## src/rtl/tw8_pkg.sv

```systemverilog
// Package of constants and carrier types for the 8-bit timer waveform output unit
`default_nettype none

package tw8_pkg;

  // ----------------------------------------------------------------
  // Register offsets
  // ----------------------------------------------------------------
  localparam logic [2:0] TW8_OFF_CTRL_A    = 3'h0;
  localparam logic [2:0] TW8_OFF_CTRL_B    = 3'h1;
  localparam logic [2:0] TW8_OFF_COUNTER   = 3'h2;
  localparam logic [2:0] TW8_OFF_COMPARE_A = 3'h3;
  localparam logic [2:0] TW8_OFF_COMPARE_B = 3'h4;
  localparam logic [2:0] TW8_OFF_FLAGS     = 3'h5;

  // ----------------------------------------------------------------
  // Field positions
  // ----------------------------------------------------------------
  localparam int TW8_POS_MODE_A    = 6;
  localparam int TW8_POS_MODE_B    = 4;
  localparam int TW8_POS_WGM_LO    = 0;
  localparam int TW8_POS_FORCE_A   = 7;
  localparam int TW8_POS_FORCE_B   = 6;
  localparam int TW8_POS_WGM_TOP   = 3;
  localparam int TW8_POS_FLAG_CMPB = 2;
  localparam int TW8_POS_FLAG_CMPA = 1;
  localparam int TW8_POS_FLAG_OVF  = 0;

  // ----------------------------------------------------------------
  // Values
  // ----------------------------------------------------------------
  localparam logic [7:0] TW8_BOTTOM    = 8'h00;
  localparam logic [7:0] TW8_MAX       = 8'hFF;
  localparam logic [7:0] TW8_RST_BYTE  = 8'h00;
  localparam logic [7:0] TW8_READ_ZERO = 8'h00;
  localparam logic [1:0] TW8_RST_OC    = 2'b00;
  localparam logic [2:0] TW8_RST_WGM   = 3'h0;

  // Waveform mode field values
  localparam logic [2:0] TW8_WGM_NORMAL   = 3'h0;
  localparam logic [2:0] TW8_WGM_CTC      = 3'h2;
  localparam logic [2:0] TW8_WGM_FAST_MAX = 3'h3;
  localparam logic [2:0] TW8_WGM_FAST_OCR = 3'h7;

  // Output mode field values
  localparam logic [1:0] TW8_COM_OFF    = 2'h0;
  localparam logic [1:0] TW8_COM_TOGGLE = 2'h1;
  localparam logic [1:0] TW8_COM_CLEAR  = 2'h2;
  localparam logic [1:0] TW8_COM_SET    = 2'h3;

  // ----------------------------------------------------------------
  // Carrier types
  // ----------------------------------------------------------------
  typedef struct packed {
    logic cmp_b;
    logic cmp_a;
    logic ovf;
  } tw8_flags_t;

  typedef struct packed {
    logic [1:0] value;
    logic [1:0] dir;
  } tw8_port_t;

  typedef struct packed {
    logic [1:0] out;
    logic [1:0] oe_n;
  } tw8_pin_t;

endpackage

`default_nettype wire

```

## src/rtl/tw8_timer.sv

```systemverilog
// 8-bit timer counter with compare output state, waveform modes and pin override
`default_nettype none

// Contract
// - Reset clears both internal output state bits to zero.
// - Nonzero output mode replaces the port value with the output state.
// - Output state reaches the pin only when direction bit selects output.
// - Pin override depends only on output mode, not on waveform mode.
// - Output mode zero leaves the output state untouched on matches.
// - New output mode acts at next match; force strobe acts now in non-PWM.
// - Counting depends only on waveform mode; output mode only shapes output.
// - Normal mode counts up always and wraps from 0xFF to 0x00.
// - Normal mode sets overflow when counter becomes zero; counting never clears it.
// - Clear-on-compare mode clears counter on match with compare register A.
// - Compare A unbuffered there; written below count, counter wraps before matching.
// - Clear-on-compare mode sets channel A flag each time counter hits top.
// - Clear-on-compare with channel A mode one toggles output on every match.
// - Clear-on-compare sets overflow when counter passes from maximum to zero.
// - Modes three and seven are fast PWM; top is 0xFF or compare A.
// - Fast PWM mode two clears on match, sets at bottom; mode three inverse.
// - Fast PWM clears counter the tick after top; bottom action then.
// - Fast PWM sets overflow each time counter turns over from top to bottom.
// - Fast PWM mode one toggles channel A only with top mode bit; not B.
// - Compare at bottom gives spike per MAX+1 ticks; at max gives constant.
// - Fast PWM keeps compare registers double buffered, also in toggle mode.
// - PWM writes go to buffer loaded at top; other modes write directly.
// - Match sets compare flag on next tick; cleared by ack or writing one.
// - Force strobe updates output like a match, no flag, no counter change.
module tw8_timer
  import tw8_pkg::*;
(
  // Clock and reset
  input wire logic sys_clk,
  input wire logic rst,
  // Register port
  input wire logic [2:0] reg_addr,
  input wire logic [7:0] reg_wdata,
  input wire logic reg_we,
  input wire logic reg_re,
  output logic [7:0] reg_rdata,
  // Timer clock enable
  input wire logic timer_tick,
  // Interrupt acknowledges
  input wire logic ack_ovf,
  input wire logic ack_cmp_a,
  input wire logic ack_cmp_b,
  // Port register side
  input wire tw8_port_t port_in,
  // Pin side and flags
  output tw8_pin_t pin,
  output tw8_flags_t flags
);

  // ----------------------------------------------------------------
  // State
  // ----------------------------------------------------------------
  logic [1:0] mode_ff [2];
  logic [1:0] nxt_mode [2];
  logic [2:0] wgm_ff;
  logic [2:0] nxt_wgm;
  logic [7:0] cnt_ff;
  logic [7:0] nxt_cnt;
  logic [7:0] ocr_cpu_ff [2];
  logic [7:0] nxt_ocr_cpu [2];
  logic [7:0] ocr_act_ff [2];
  logic [7:0] nxt_ocr_act [2];
  logic [1:0] oc_ff;
  logic [1:0] nxt_oc;
  logic blk_ff;
  logic nxt_blk;
  tw8_flags_t flags_ff;
  tw8_flags_t nxt_flags;
  tw8_pin_t pin_ff;
  tw8_pin_t nxt_pin;
  logic [7:0] rdata_ff;
  logic [7:0] nxt_rdata;

  // ----------------------------------------------------------------
  // Decode
  // ----------------------------------------------------------------
  logic is_pwm;
  logic is_ctc;
  logic [7:0] top_val;
  logic at_top;
  logic [1:0] match;
  logic [1:0] force_strobe;
  logic wr_ctrl_a;
  logic wr_ctrl_b;
  logic wr_cnt;
  logic wr_flags;

  always_comb begin
    is_pwm = (wgm_ff == TW8_WGM_FAST_MAX) || (wgm_ff == TW8_WGM_FAST_OCR);
    is_ctc = (wgm_ff == TW8_WGM_CTC);
    top_val = (wgm_ff == TW8_WGM_FAST_OCR) ? ocr_act_ff[0] : TW8_MAX;
    at_top = is_pwm && (cnt_ff == top_val);
    // A counter write blocks matches for the following tick
    match[0] = (cnt_ff == ocr_act_ff[0]) && !blk_ff;
    match[1] = (cnt_ff == ocr_act_ff[1]) && !blk_ff;
    wr_ctrl_a = reg_we && (reg_addr == TW8_OFF_CTRL_A);
    wr_ctrl_b = reg_we && (reg_addr == TW8_OFF_CTRL_B);
    wr_cnt = reg_we && (reg_addr == TW8_OFF_COUNTER);
    wr_flags = reg_we && (reg_addr == TW8_OFF_FLAGS);
    force_strobe[0] = wr_ctrl_b && reg_wdata[TW8_POS_FORCE_A] && !is_pwm;
    force_strobe[1] = wr_ctrl_b && reg_wdata[TW8_POS_FORCE_B] && !is_pwm;
  end

  // ----------------------------------------------------------------
  // Output state action per channel
  // ----------------------------------------------------------------
  function automatic logic oc_action(
    input logic [1:0] mode,
    input logic oc,
    input logic hit,
    input logic bottom,
    input logic pwm,
    input logic toggle_ok,
    input logic hit_is_top
  );
    logic res;
    res = oc;
    if (pwm) begin
      case (mode)
        TW8_COM_TOGGLE: begin
          if (hit && toggle_ok) res = !oc;
        end
        TW8_COM_CLEAR: begin
          if (bottom) res = 1'b1;
          else if (hit && !hit_is_top) res = 1'b0;
        end
        TW8_COM_SET: begin
          if (bottom) res = 1'b0;
          else if (hit && !hit_is_top) res = 1'b1;
        end
        default: res = oc;
      endcase
    end else if (hit) begin
      case (mode)
        TW8_COM_TOGGLE: res = !oc;
        TW8_COM_CLEAR: res = 1'b0;
        TW8_COM_SET: res = 1'b1;
        default: res = oc;
      endcase
    end
    return res;
  endfunction

  // ----------------------------------------------------------------
  // Next state
  // ----------------------------------------------------------------
  always_comb begin
    nxt_mode = mode_ff;
    nxt_wgm = wgm_ff;
    nxt_cnt = cnt_ff;
    nxt_ocr_cpu = ocr_cpu_ff;
    nxt_ocr_act = ocr_act_ff;
    nxt_oc = oc_ff;
    nxt_blk = blk_ff;
    nxt_flags = flags_ff;
    nxt_pin = pin_ff;
    nxt_rdata = TW8_READ_ZERO;

    // Control writes: output mode only affects later actions
    if (wr_ctrl_a) begin
      nxt_mode[0] = reg_wdata[TW8_POS_MODE_A +: 2];
      nxt_mode[1] = reg_wdata[TW8_POS_MODE_B +: 2];
      nxt_wgm[1:0] = reg_wdata[TW8_POS_WGM_LO +: 2];
    end
    if (wr_ctrl_b) begin
      nxt_wgm[2] = reg_wdata[TW8_POS_WGM_TOP];
    end

    // Counter sequence from waveform mode only
    if (timer_tick) begin
      nxt_blk = 1'b0;
      if (is_pwm) begin
        nxt_cnt = at_top ? TW8_BOTTOM : 8'(cnt_ff + 8'h01);
      end else if (is_ctc && match[0]) begin
        nxt_cnt = TW8_BOTTOM;
      end else begin
        nxt_cnt = 8'(cnt_ff + 8'h01);
      end
      if (is_pwm ? at_top : (cnt_ff == TW8_MAX)) begin
        nxt_flags.ovf = 1'b1;
      end
      if (match[0]) nxt_flags.cmp_a = 1'b1;
      if (match[1]) nxt_flags.cmp_b = 1'b1;
      // Buffered compare values load as the count turns over at top
      if (at_top) begin
        nxt_ocr_act = ocr_cpu_ff;
      end
      nxt_oc[0] = oc_action(mode_ff[0], oc_ff[0], match[0], at_top, is_pwm,
                            wgm_ff[2], ocr_act_ff[0] == top_val);
      nxt_oc[1] = oc_action(mode_ff[1], oc_ff[1], match[1], at_top, is_pwm,
                            1'b0, ocr_act_ff[1] == top_val);
    end

    // Force strobes act as a match on the output only
    if (force_strobe[0]) begin
      nxt_oc[0] = oc_action(mode_ff[0], oc_ff[0], 1'b1, 1'b0, 1'b0, 1'b0, 1'b0);
    end
    if (force_strobe[1]) begin
      nxt_oc[1] = oc_action(mode_ff[1], oc_ff[1], 1'b1, 1'b0, 1'b0, 1'b0, 1'b0);
    end

    // CPU counter write overrides counting and blocks the next match
    if (wr_cnt) begin
      nxt_cnt = reg_wdata;
      nxt_blk = 1'b1;
    end

    // Compare writes: buffered in PWM, direct otherwise
    if (reg_we && (reg_addr == TW8_OFF_COMPARE_A)) begin
      nxt_ocr_cpu[0] = reg_wdata;
      if (!is_pwm) nxt_ocr_act[0] = reg_wdata;
    end
    if (reg_we && (reg_addr == TW8_OFF_COMPARE_B)) begin
      nxt_ocr_cpu[1] = reg_wdata;
      if (!is_pwm) nxt_ocr_act[1] = reg_wdata;
    end

    // Flag clear by ack or write one; a set in the same cycle wins
    if ((wr_flags && reg_wdata[TW8_POS_FLAG_OVF]) || ack_ovf) begin
      nxt_flags.ovf = timer_tick && (is_pwm ? at_top : (cnt_ff == TW8_MAX));
    end
    if ((wr_flags && reg_wdata[TW8_POS_FLAG_CMPA]) || ack_cmp_a) begin
      nxt_flags.cmp_a = timer_tick && match[0];
    end
    if ((wr_flags && reg_wdata[TW8_POS_FLAG_CMPB]) || ack_cmp_b) begin
      nxt_flags.cmp_b = timer_tick && match[1];
    end

    // Pin override per channel
    for (int i = 0; i < 2; i++) begin
      nxt_pin.out[i] = (mode_ff[i] != TW8_COM_OFF) ? oc_ff[i] : port_in.value[i];
      nxt_pin.oe_n[i] = !port_in.dir[i];
    end

    // Read data, one cycle after the strobe
    if (reg_re) begin
      case (reg_addr)
        TW8_OFF_CTRL_A: begin
          nxt_rdata = {mode_ff[0], mode_ff[1], 2'b00, wgm_ff[1:0]};
        end
        TW8_OFF_CTRL_B: begin
          nxt_rdata = {4'h0, wgm_ff[2], 3'h0};
        end
        TW8_OFF_COUNTER: nxt_rdata = cnt_ff;
        TW8_OFF_COMPARE_A: nxt_rdata = ocr_cpu_ff[0];
        TW8_OFF_COMPARE_B: nxt_rdata = ocr_cpu_ff[1];
        TW8_OFF_FLAGS: nxt_rdata = {5'h00, flags_ff};
        default: nxt_rdata = TW8_READ_ZERO;
      endcase
    end
  end

  // ----------------------------------------------------------------
  // Registers
  // ----------------------------------------------------------------
  always_ff @(posedge sys_clk) begin
    if (rst) begin
      mode_ff[0] <= TW8_COM_OFF;
      mode_ff[1] <= TW8_COM_OFF;
      wgm_ff <= TW8_RST_WGM;
      cnt_ff <= TW8_RST_BYTE;
      ocr_cpu_ff[0] <= TW8_RST_BYTE;
      ocr_cpu_ff[1] <= TW8_RST_BYTE;
      ocr_act_ff[0] <= TW8_RST_BYTE;
      ocr_act_ff[1] <= TW8_RST_BYTE;
      oc_ff <= TW8_RST_OC;
      blk_ff <= 1'b0;
      flags_ff <= '0;
      pin_ff.out <= 2'b00;
      pin_ff.oe_n <= 2'b11;
      rdata_ff <= TW8_READ_ZERO;
    end else begin
      mode_ff <= nxt_mode;
      wgm_ff <= nxt_wgm;
      cnt_ff <= nxt_cnt;
      ocr_cpu_ff <= nxt_ocr_cpu;
      ocr_act_ff <= nxt_ocr_act;
      oc_ff <= nxt_oc;
      blk_ff <= nxt_blk;
      flags_ff <= nxt_flags;
      pin_ff <= nxt_pin;
      rdata_ff <= nxt_rdata;
    end
  end

  assign reg_rdata = rdata_ff;
  assign pin = pin_ff;
  assign flags = flags_ff;

endmodule // tw8_timer

`default_nettype wire

```

## config.mk

```make
export PLATFORM = sky130hd
export DESIGN_NAME = tw8_timer
export DESIGN_NICKNAME = d
export VERILOG_FILES = /design/src/rtl/tw8_pkg.sv /design/src/rtl/tw8_timer.sv
export SDC_FILE = /design/constraint.sdc
export NUM_CORES = 1
export LEC_CHECK = 0
export ABC_CLOCK_PERIOD_IN_PS = 2090
export BUFFER_PORTS_ARGS = -buffer_cell sky130_fd_sc_hd__buf_2
export CAP_MARGIN = 20
export CORE_AREA = 3 3 129 69
export DETAILED_ROUTE_END_ITERATION = 7
export DIE_AREA = 0 0 132 72
export GPL_ROUTABILITY_DRIVEN = 0
export PLACE_DENSITY_LB_ADDON = 0.05
export SETUP_SLACK_MARGIN = 0.02
export SLEW_MARGIN = 20
export SYNTH_ARGS = -nofsm -noshare
export SYNTH_HDL_FRONTEND = slang
export SYNTH_SLANG_ARGS = --single-unit
export TNS_END_PERCENT = 50
```

## constraint.sdc

```tcl
create_clock -name sys_clk -period 2.09 [get_ports sys_clk]
set_input_delay 0.209 -clock sys_clk [delete_from_list [all_inputs] [get_ports sys_clk]]
set_output_delay 0.209 -clock sys_clk [all_outputs]
set_load 0.05 [all_outputs]
```

# Word-level counts from Yosys, hierarchy flattened
# Index checks and enable logic that the tools add are counted.
# classes
n_bitwise,1
n_reduce_logical,55
addsub,1
n_eq_ne,27
n_mux,45
# op_table
op,count
8-bit 2-to-1 mux,10
8-bit one-hot mux with 6 select lines,1
8-bit == test,5
16-bit 2-to-1 mux,2
1-bit 2-to-1 mux,26
1-bit logical AND,23
2-bit nonzero test,11
"5-bit inequality test, second input constant",4
"3-bit by 2-bit == test with 1-bit output, second input constant",4
"3-bit == test, second input constant",3
1-bit one-hot mux with 3 select lines,3
"8-bit by 1-bit adder with 8-bit output, second input constant",1
"2-bit == test, second input constant",4
"8-bit == test, second input constant",1
1-bit zero test,8
2-bit AND reduction,3
6-bit AND reduction,1
3-bit nonzero test,2
"5-bit by 1-bit inequality test with 1-bit output, second input constant",1
5-bit AND reduction,1
"2-bit by 1-bit == test with 1-bit output, second input constant",2
1-bit logical OR,4
"4-bit by 1-bit inequality test with 1-bit output, second input constant",1
"4-bit inequality test, second input constant",1
7 further kinds,7
# totals
wordCells,147
register_bits,65
out_inout_bits,15

# Longest topological paths before layout
# Gate-level depths: netlist of run 1.
# logic_depth
depth_word,11
ltp_mapped,10
mapped_depth_nobuf,7

# Worst setup path after synthesis of run 1
# No wires, ideal clock.
# synth_path
path_type,register -> register
start,register cnt_ff[1]
end,register ocr_act_ff[9] (netlist name)
required_ps,2004
period_less_slack_ps,2244
setup_ps,86
path_stages_with_launch,11
path_buffers,3
slack_ps,-154
t_arrival_ps,2158
cell_sequence,dfxtp_1 > buf_6 > or2_1 > a2111oi_4 > a21oi_2 > nor3_2 > or3b_1 > buf_6 > buf_12 > mux2i_1 > a211oi_1
# synth_via
elab_chain_cells,6
# synth_lines
item,line_no,text
"start, declared",tw8_timer.sv:61,logic [7:0] cnt_ff;
"start signal, assigned",tw8_timer.sv:279,cnt_ff <= nxt_cnt;
8-bit == test *,tw8_timer.sv:96,at_top = is_pwm && (cnt_ff == top_val);
1-bit logical AND *,tw8_timer.sv:96,
16-bit 2-to-1 mux *,tw8_timer.sv:189,if (at_top) begin
16-bit 2-to-1 mux *,tw8_timer.sv:174,if (timer_tick) begin
8-bit 2-to-1 mux,tw8_timer.sv:215,if (!is_pwm) nxt_ocr_act[0] = reg_wdata;
8-bit 2-to-1 mux *,tw8_timer.sv:213,if (reg_we && (reg_addr == TW8_OFF_COMPARE_A)) begin
"end signal, assigned",tw8_timer.sv:281,ocr_act_ff <= nxt_ocr_act;
"end, declared",tw8_timer.sv:65,logic [7:0] ocr_act_ff [2];
# Every way passes the cells marked *; elsewhere a longest branch is shown, timed or not.
# A chain may end at the register's enable or synchronous reset.

# Worst setup path after layout of run 1
# layout_path
start,register cnt_ff[1]
end,register ocr_act_ff[15] (netlist name)
# Same word-level chain as after synthesis.

==> results.toml, run 1 <==
[status]
status = "finished with violations"
violations = "negative setup slack"

[floorplanning]
rows = 23
ioPinCount = 38
start_util_pct = 44.3
dieArea_sq_mm = 0.00950
fp.dieH_microns = 72
die_width_microns = 132
coreArea_sq_mm = 0.00786

[cells_and_area]
antenna_cells = 0
nFillCells = 747
post_layout_nonfiller_instances = 622
final_area_sq_mm = 0.00440
syn_to_final_growth_pct = 26.3
finish.utilization_pct = 56.0
layout.nets = 529
layout-drive-gt1-share_pct = 23.9

[drt]
wl_per_cell_microns = 19.4
ant_nets = 0
drtIter0Drc = 333
viasPerCell = 5.74
drcViolationCount = 0
vias = 3568
dr.pass1.iters = 5
wirelength_microns = 12100

[sta]
finalHoldViolCount = 0
tightest_slew_ps = 702
relSlewSlack_pct = 53.1
period_needed_ps = 2170
hold_ws_ps = 31.8
fin_worst_skew_ps = 5.24
max_freq_mhz = 461
setup_tns_ps = -715
setup_violations = 18
maxSlewViolCount = 0
setup_slack_ps = -79.1
rsz0062_at_grt = "true"
period_share_pct = 104

[clocking]
cts.clk_slew.worst_paths_ps = 60
ctsRootBufferMaster = "clkbuf_16"
cts_tree = "yes"
cts_sinks = 65
clockBufferDepth = 2
cts_hold_buf = 0
clock_latency_ps = 340
htree_levels = 3
cts-buffers-inserted = 9

[synth]
ys_ff_latch = 65
synth_flop_cell = "dfxtp_1"
synth_nets = 463
synthCells = 439
yosysSeqAreaShare_pct = 37.4
yosys.cell_types.count = 54
syn-mean-instance-area_sq_um = 7.93
yosysWarnings = 0
synth-edff-count = 0
ys_async_sr_fraction_pct = 0
syn-cell-area_sq_mm = 0.00348

[worst_setup_path]
critPathSlowestCell = "or3b_4"
setup.worst_path.end_class = "register"
crit_chain = "or2_1, a2111oi_4, a21oi_2, nor3_2, or3b_4, buf_12, mux2i_1, a211oi_1"
cp.buffers_inverters = 1
cp_max_fo = 8
critPathArrivalTime_ps = 2420
critPathRequiredTime_ps = 2340
crit_family = "simple AND/OR/NAND/NOR gates"
cp-start-kind = "register"
crit_type = "reg2reg"
slowest_delay_ps = 460

[global_route]
antenna_found_initial = 0
gr-usage-all-layers_pct = 25.8
overflow = 0
grt_max_degree = 32
grt_pass1_wl_microns = 18700
grt_pass1_vias = 3315

[placed_design]
placed_area_sq_mm = 0.00401
portBuffers = 37
dp_hpwl_microns = 8690
dp.cells = 603
dpl_worst_slack_ps = -84.4

[worst_hold_path]
hold_path_class = "in2reg"

[power]
switching_share_pct = 27.2
p_switching_mw = 0.896
p_clk_share_pct = 46.8
leakagePower_nw = 1.77
p_seq_share_pct = 40.1
ir_worst_vdd_mv = 0.411
power_density_mw_per_mm2 = 749
power.total_mw = 3.29
p_int_mw = 2.40
p_comb_share_pct = 13.1

[flow_run]
drv_cap = 0
power by group through the flow:
stage	combinational (mW)	sequential, mW	clock (mW)
2_1_floorplan	0.226	1.36	0
3_3_place_gp	0.406	1.34	0
3_5_place_dp	0.415	1.34	0
4_1_cts	0.417	1.32	1.58
5_1_grt	0.464	1.32	1.63
6_report	0.431	1.32	1.54
layer usage:
metal | vias to the layer above | GRT usage (%) | wire length, microns
met5 | - | 0 | 0
met4 | 0 | 8.50 | 277
met3 | 28 | 10.8 | 1380
met2 | 180 | 36.5 | 4880
met1 | 1666 | 35.7 | 5540
li1 | 1694 | - | -
placed cells by master, fill, tap and decap left out, types with 2 or more instances in the layout:
master / n
a21oi_1: 44
mux2i_1: 25
inv_1: 5
nand4_1: 5
nand3_1: 11
a221oi_1: 4
nor2b_1: 4
nand2b_1: 4
nor2_1: 64
a22oi_1: 10
or3_1: 2
dfxtp_2: 4
xnor2_1: 13
mux2_2: 4
xor2_1: 3
dfxtp_1: 61
nor3b_1: 6
a31oi_1: 5
clkbuf_16: 9
clkinvlp_4: 2
buf_4: 45
nor4_2: 2
and3_1: 8
clkinv_4: 2
nand3b_1: 2
nand2_1: 57
buf_2: 37
nor3_1: 11
a211oi_1: 15
o21ai_0: 10
flip-flops by register name, summed over array words and instances, names as in the netlist:
signal / cells
ocr_act_ff: 16
ocr_cpu_ff: 16
cnt_ff: 8
reg_rdata: 8
mode_ff: 4
pin: 4
flags: 3
wgm_ff: 3
oc_ff: 2
blk_ff: 1
cells by family (layout without fill, tap and decap cells):
logic type,count (synthesis),count (layout),share of synthesized area (%)
AOI/OAI and AO/OA,105,105,19.7
xor gates and xnor gates,16,16,4.02
adders and majority gates,1,1,0.359
buffers and inverters,34,105,4.71
DFF,65,65,37.4
muxes,30,30,8.76
and+or+nand+nor,188,188,25.1
repair_timing:
action | 4_1_cts | 5_1_grt
setup endpoints to repair | 20 | 27
cloned | 1 | 0
setup buffers | 2 | 0
gates resized for setup | 7 | 6
pin swaps | 6 | 9
cell usage after synthesis (all sizes together), types with 2 or more instances:
cell type / instances / share of area [%]
dfxtp: 65 / 37
clkbuf: 19 / 2.0
buf: 10 / 2.1
o21ai: 11 / 1.6
a22oi: 10 / 2.2
a21oi: 45 / 6.6
mux2: 4 / 1.3
and3: 8 / 1.4
nor3: 12 / 1.9
or3: 2 / 0.36
nor4: 3 / 0.54
and2: 2 / 0.36
inv: 5 / 0.54
nor2b: 4 / 0.72
a211oi: 16 / 3.4
xor2: 3 / 0.75
nor3b: 7 / 1.5
nand3: 12 / 1.9
a221oi: 4 / 1.0
nor2: 65 / 7.0
nand2b: 4 / 0.72
mux2i: 26 / 7.5
or2: 2 / 0.36
nand3b: 2 / 0.43
a31oi: 5 / 0.90
xnor2: 13 / 3.3
nand4: 5 / 0.90
nand2: 57 / 6.1
area by class of cell:
| class | instances | area [sq um] | area share (%) |
|---|---|---|---|
| timing repair buffer | 84 | 571 | 13.0 |
| clock buffer | 10 | 239 | 5.43 |
| inverter | 5 | 18.8 | 0.427 |
| tap | 112 | 140 | 3.19 |
| clock inverter | 6 | 67.6 | 1.54 |
| multi-input combinational | 340 | 2060 | 46.8 |
| sequential | 65 | 1310 | 29.7 |
worst paths after layout:
kind	from	end	slack, ps	cells past startpoint
worst min register to register	ocr_cpu_ff[0]	ocr_cpu_ff[0]	480	2
worst min-delay path	port_in[0]	pin[0]	30	2
worst max-delay path	cnt_ff[1]	ocr_act_ff[15]	-80	8
worst max register to register	cnt_ff[1]	ocr_act_ff[15]	-80	8
Power figures use the tool's default switching activity.
==> run 2: changes to the inputs <==
--- a/config.mk
+++ b/config.mk
@@ -12,7 +12,7 @@
 export DETAILED_ROUTE_END_ITERATION = 7
 export DIE_AREA = 0 0 132 72
 export GPL_ROUTABILITY_DRIVEN = 0
-export PLACE_DENSITY_LB_ADDON = 0.05
+export MAX_ROUTING_LAYER = met4
 export SETUP_SLACK_MARGIN = 0.02
 export SLEW_MARGIN = 20
 export SYNTH_ARGS = -nofsm -noshare
==> run 2 against run 1 <==
Effect of this change: the run still ends with negative setup slack left; wire length fell by 5.5%; total power rose by 2.5%; global-route usage fell by 0.75 points; first-iteration DRC count rose by 3.0%; critical path depth did not move; utilization fell by 0.25 points; non-clock buffer count fell by 1; clock-buffer cell count did not move; register-to-register slack improved by 40 ps; clock skew rose by 1.1 ps; sequential share of layout area rose by 0.16 points; largest cell class unchanged.
==> results.toml, run 2 (synthesized netlist as in run 1, its figures left out) <==
[floorplanning]
start_util_pct = 44.3
coreArea_sq_mm = 0.00786
rows = 23
dieArea_sq_mm = 0.00950
die_width_microns = 132
fp.dieH_microns = 72
ioPinCount = 38

[cells_and_area]
syn_to_final_growth_pct = 25.7
layout.nets = 528
top_regs = "ocr_act_ff (16), ocr_cpu_ff (16)"
mostFrequentLayoutCell = "nor2_1"
final_area_sq_mm = 0.00438
finish.utilization_pct = 55.7
layout-drive-gt1-share_pct = 23.0
antenna_cells = 0
post_layout_nonfiller_instances = 621
final_cell_mix = "nor2_1 (65), dfxtp_1 (60), nand2_1 (57)"

[placed_design]
portBuffers = 37
placed_area_sq_mm = 0.00399
dp_hpwl_microns = 8060
dp.cells = 601

[clocking]
cts_tree = "yes"
cts_sinks = 65
cts.clk_slew.worst_paths_ps = 60
htree_levels = 3
clock_latency_ps = 330
cts-buffers-inserted = 9
cts_hold_buf = 0
ctsRootBufferMaster = "clkbuf_16"
clockBufferDepth = 2

[drt]
ant_nets = 0
drtIter0Drc = 343
drcViolationCount = 0
viasPerCell = 5.59
wl_per_cell_microns = 18.4
dr.pass1.iters = 5
vias = 3473
wirelength_microns = 11400

[status]
violations = "negative setup slack"
status = "finished with violations"

[power]
ir_worst_vdd_mv = 0.458
p_int_mw = 2.49
power_density_mw_per_mm2 = 771
switching_share_pct = 26.2
leakagePower_nw = 1.77
p_comb_share_pct = 12.7
p_switching_mw = 0.883
p_seq_share_pct = 39.1
p_clk_share_pct = 48.2

[worst_setup_path]
critPathArrivalTime_ps = 2380
cp-start-kind = "register"
crit_type = "reg2reg"
r2r_slack_ps = -40
cp_max_fo = 16
setup.worst_path.end_class = "register"
critPathRequiredTime_ps = 2340

[sta]
setup_violations = 10
maxSlewViolCount = 0
setup_tns_ps = -170
rsz0062_at_grt = "true"
tightest_slew_ps = 662
period_share_pct = 102
fin_worst_skew_ps = 6.39
max_freq_mhz = 470
hold_ws_ps = 29.9
setup_slack_ps = -38.9
relSlewSlack_pct = 55.8
finalHoldViolCount = 0
period_needed_ps = 2130

[global_route]
grt_pass1_vias = 3209
antenna_found_initial = 0
grt_pass1_wl_microns = 17700
grt_max_degree = 36
overflow = 0
gr-usage-all-layers_pct = 25.1

[worst_hold_path]
hold_path_class = "in2reg"

[flow_run]
drv_cap = 0
-- run 2: cell count changes in the layout (fill, tap and decap cells not counted), sizes merged --
cell      change
inv           +1
clkinvlp      -2
bufinv        +1
buf           -1
-- run 2: repair_timing --
action,in CTS,in global routing
gates cloned,0,0
gates resized for setup,2,8
endpoints found under the setup margin,19,27
hold endpoints to repair,0,0
pin swaps,0,16
buffers inserted,2,2
-- run 2: routing by layer --
metal	wire, microns	global-route usage, %	vias to the layer above
met3	1070	9.00	27
met1	5550	34.3	1607
met2	4500	33.5	144
li1	-	-	1695
met5	0	-	-
met4	283	9.90	0
-- run 2: final timing paths --
kind / startpoint / endpoint / depth (start not counted)
setup / recovery: cnt_ff[1] / ocr_act_ff[2] / 8
hold / removal: port_in[1] / pin[1] / 2
setup reg to reg: cnt_ff[1] / ocr_act_ff[2] / 8
hold reg to reg: ocr_cpu_ff[4] / ocr_cpu_ff[4] / 2
-- run 2: layout make-up --
class	count	area, sq um
fill	763	3480
multi-input combinational	340	2050
sequential	65	1310
timing repair buffer	83	543
clock buffer	10	229
tap	112	140
clock inverter	6	91.3
inverter	5	18.8
-- run 2: power by group through the flow --
| stage | Clock [mW] | Sequential (mW) | Combinational [mW] |
|---|---|---|---|
| after floorplan | 0 | 1.36 | 0.226 |
| after global placement | 0 | 1.34 | 0.407 |
| after detailed placement | 0 | 1.34 | 0.409 |
| after CTS | 1.66 | 1.32 | 0.414 |
| after global routing | 1.70 | 1.32 | 0.462 |
| final | 1.63 | 1.32 | 0.429 |
-- run 2: stage by stage --
step / setup WS [ps] / total power, mW
after CTS: -25.6 / 3.39
after detailed placement: -43.0 / 1.75
after global placement: -34.9 / 1.75
after global routing: -135 / 3.49
after floorplan: -153 / 1.59
final: -38.9 / 3.38
-- run 2: worst max-delay path, cell delays in order (launching register included) --
cell	delay, ps
dfxtp_2	320
or2_1	250
a2111oi_4	300
a21oi_2	70
nor3_2	170
or3b_4	410
buf_12	170
mux2i_1	120
a211oi_1	220
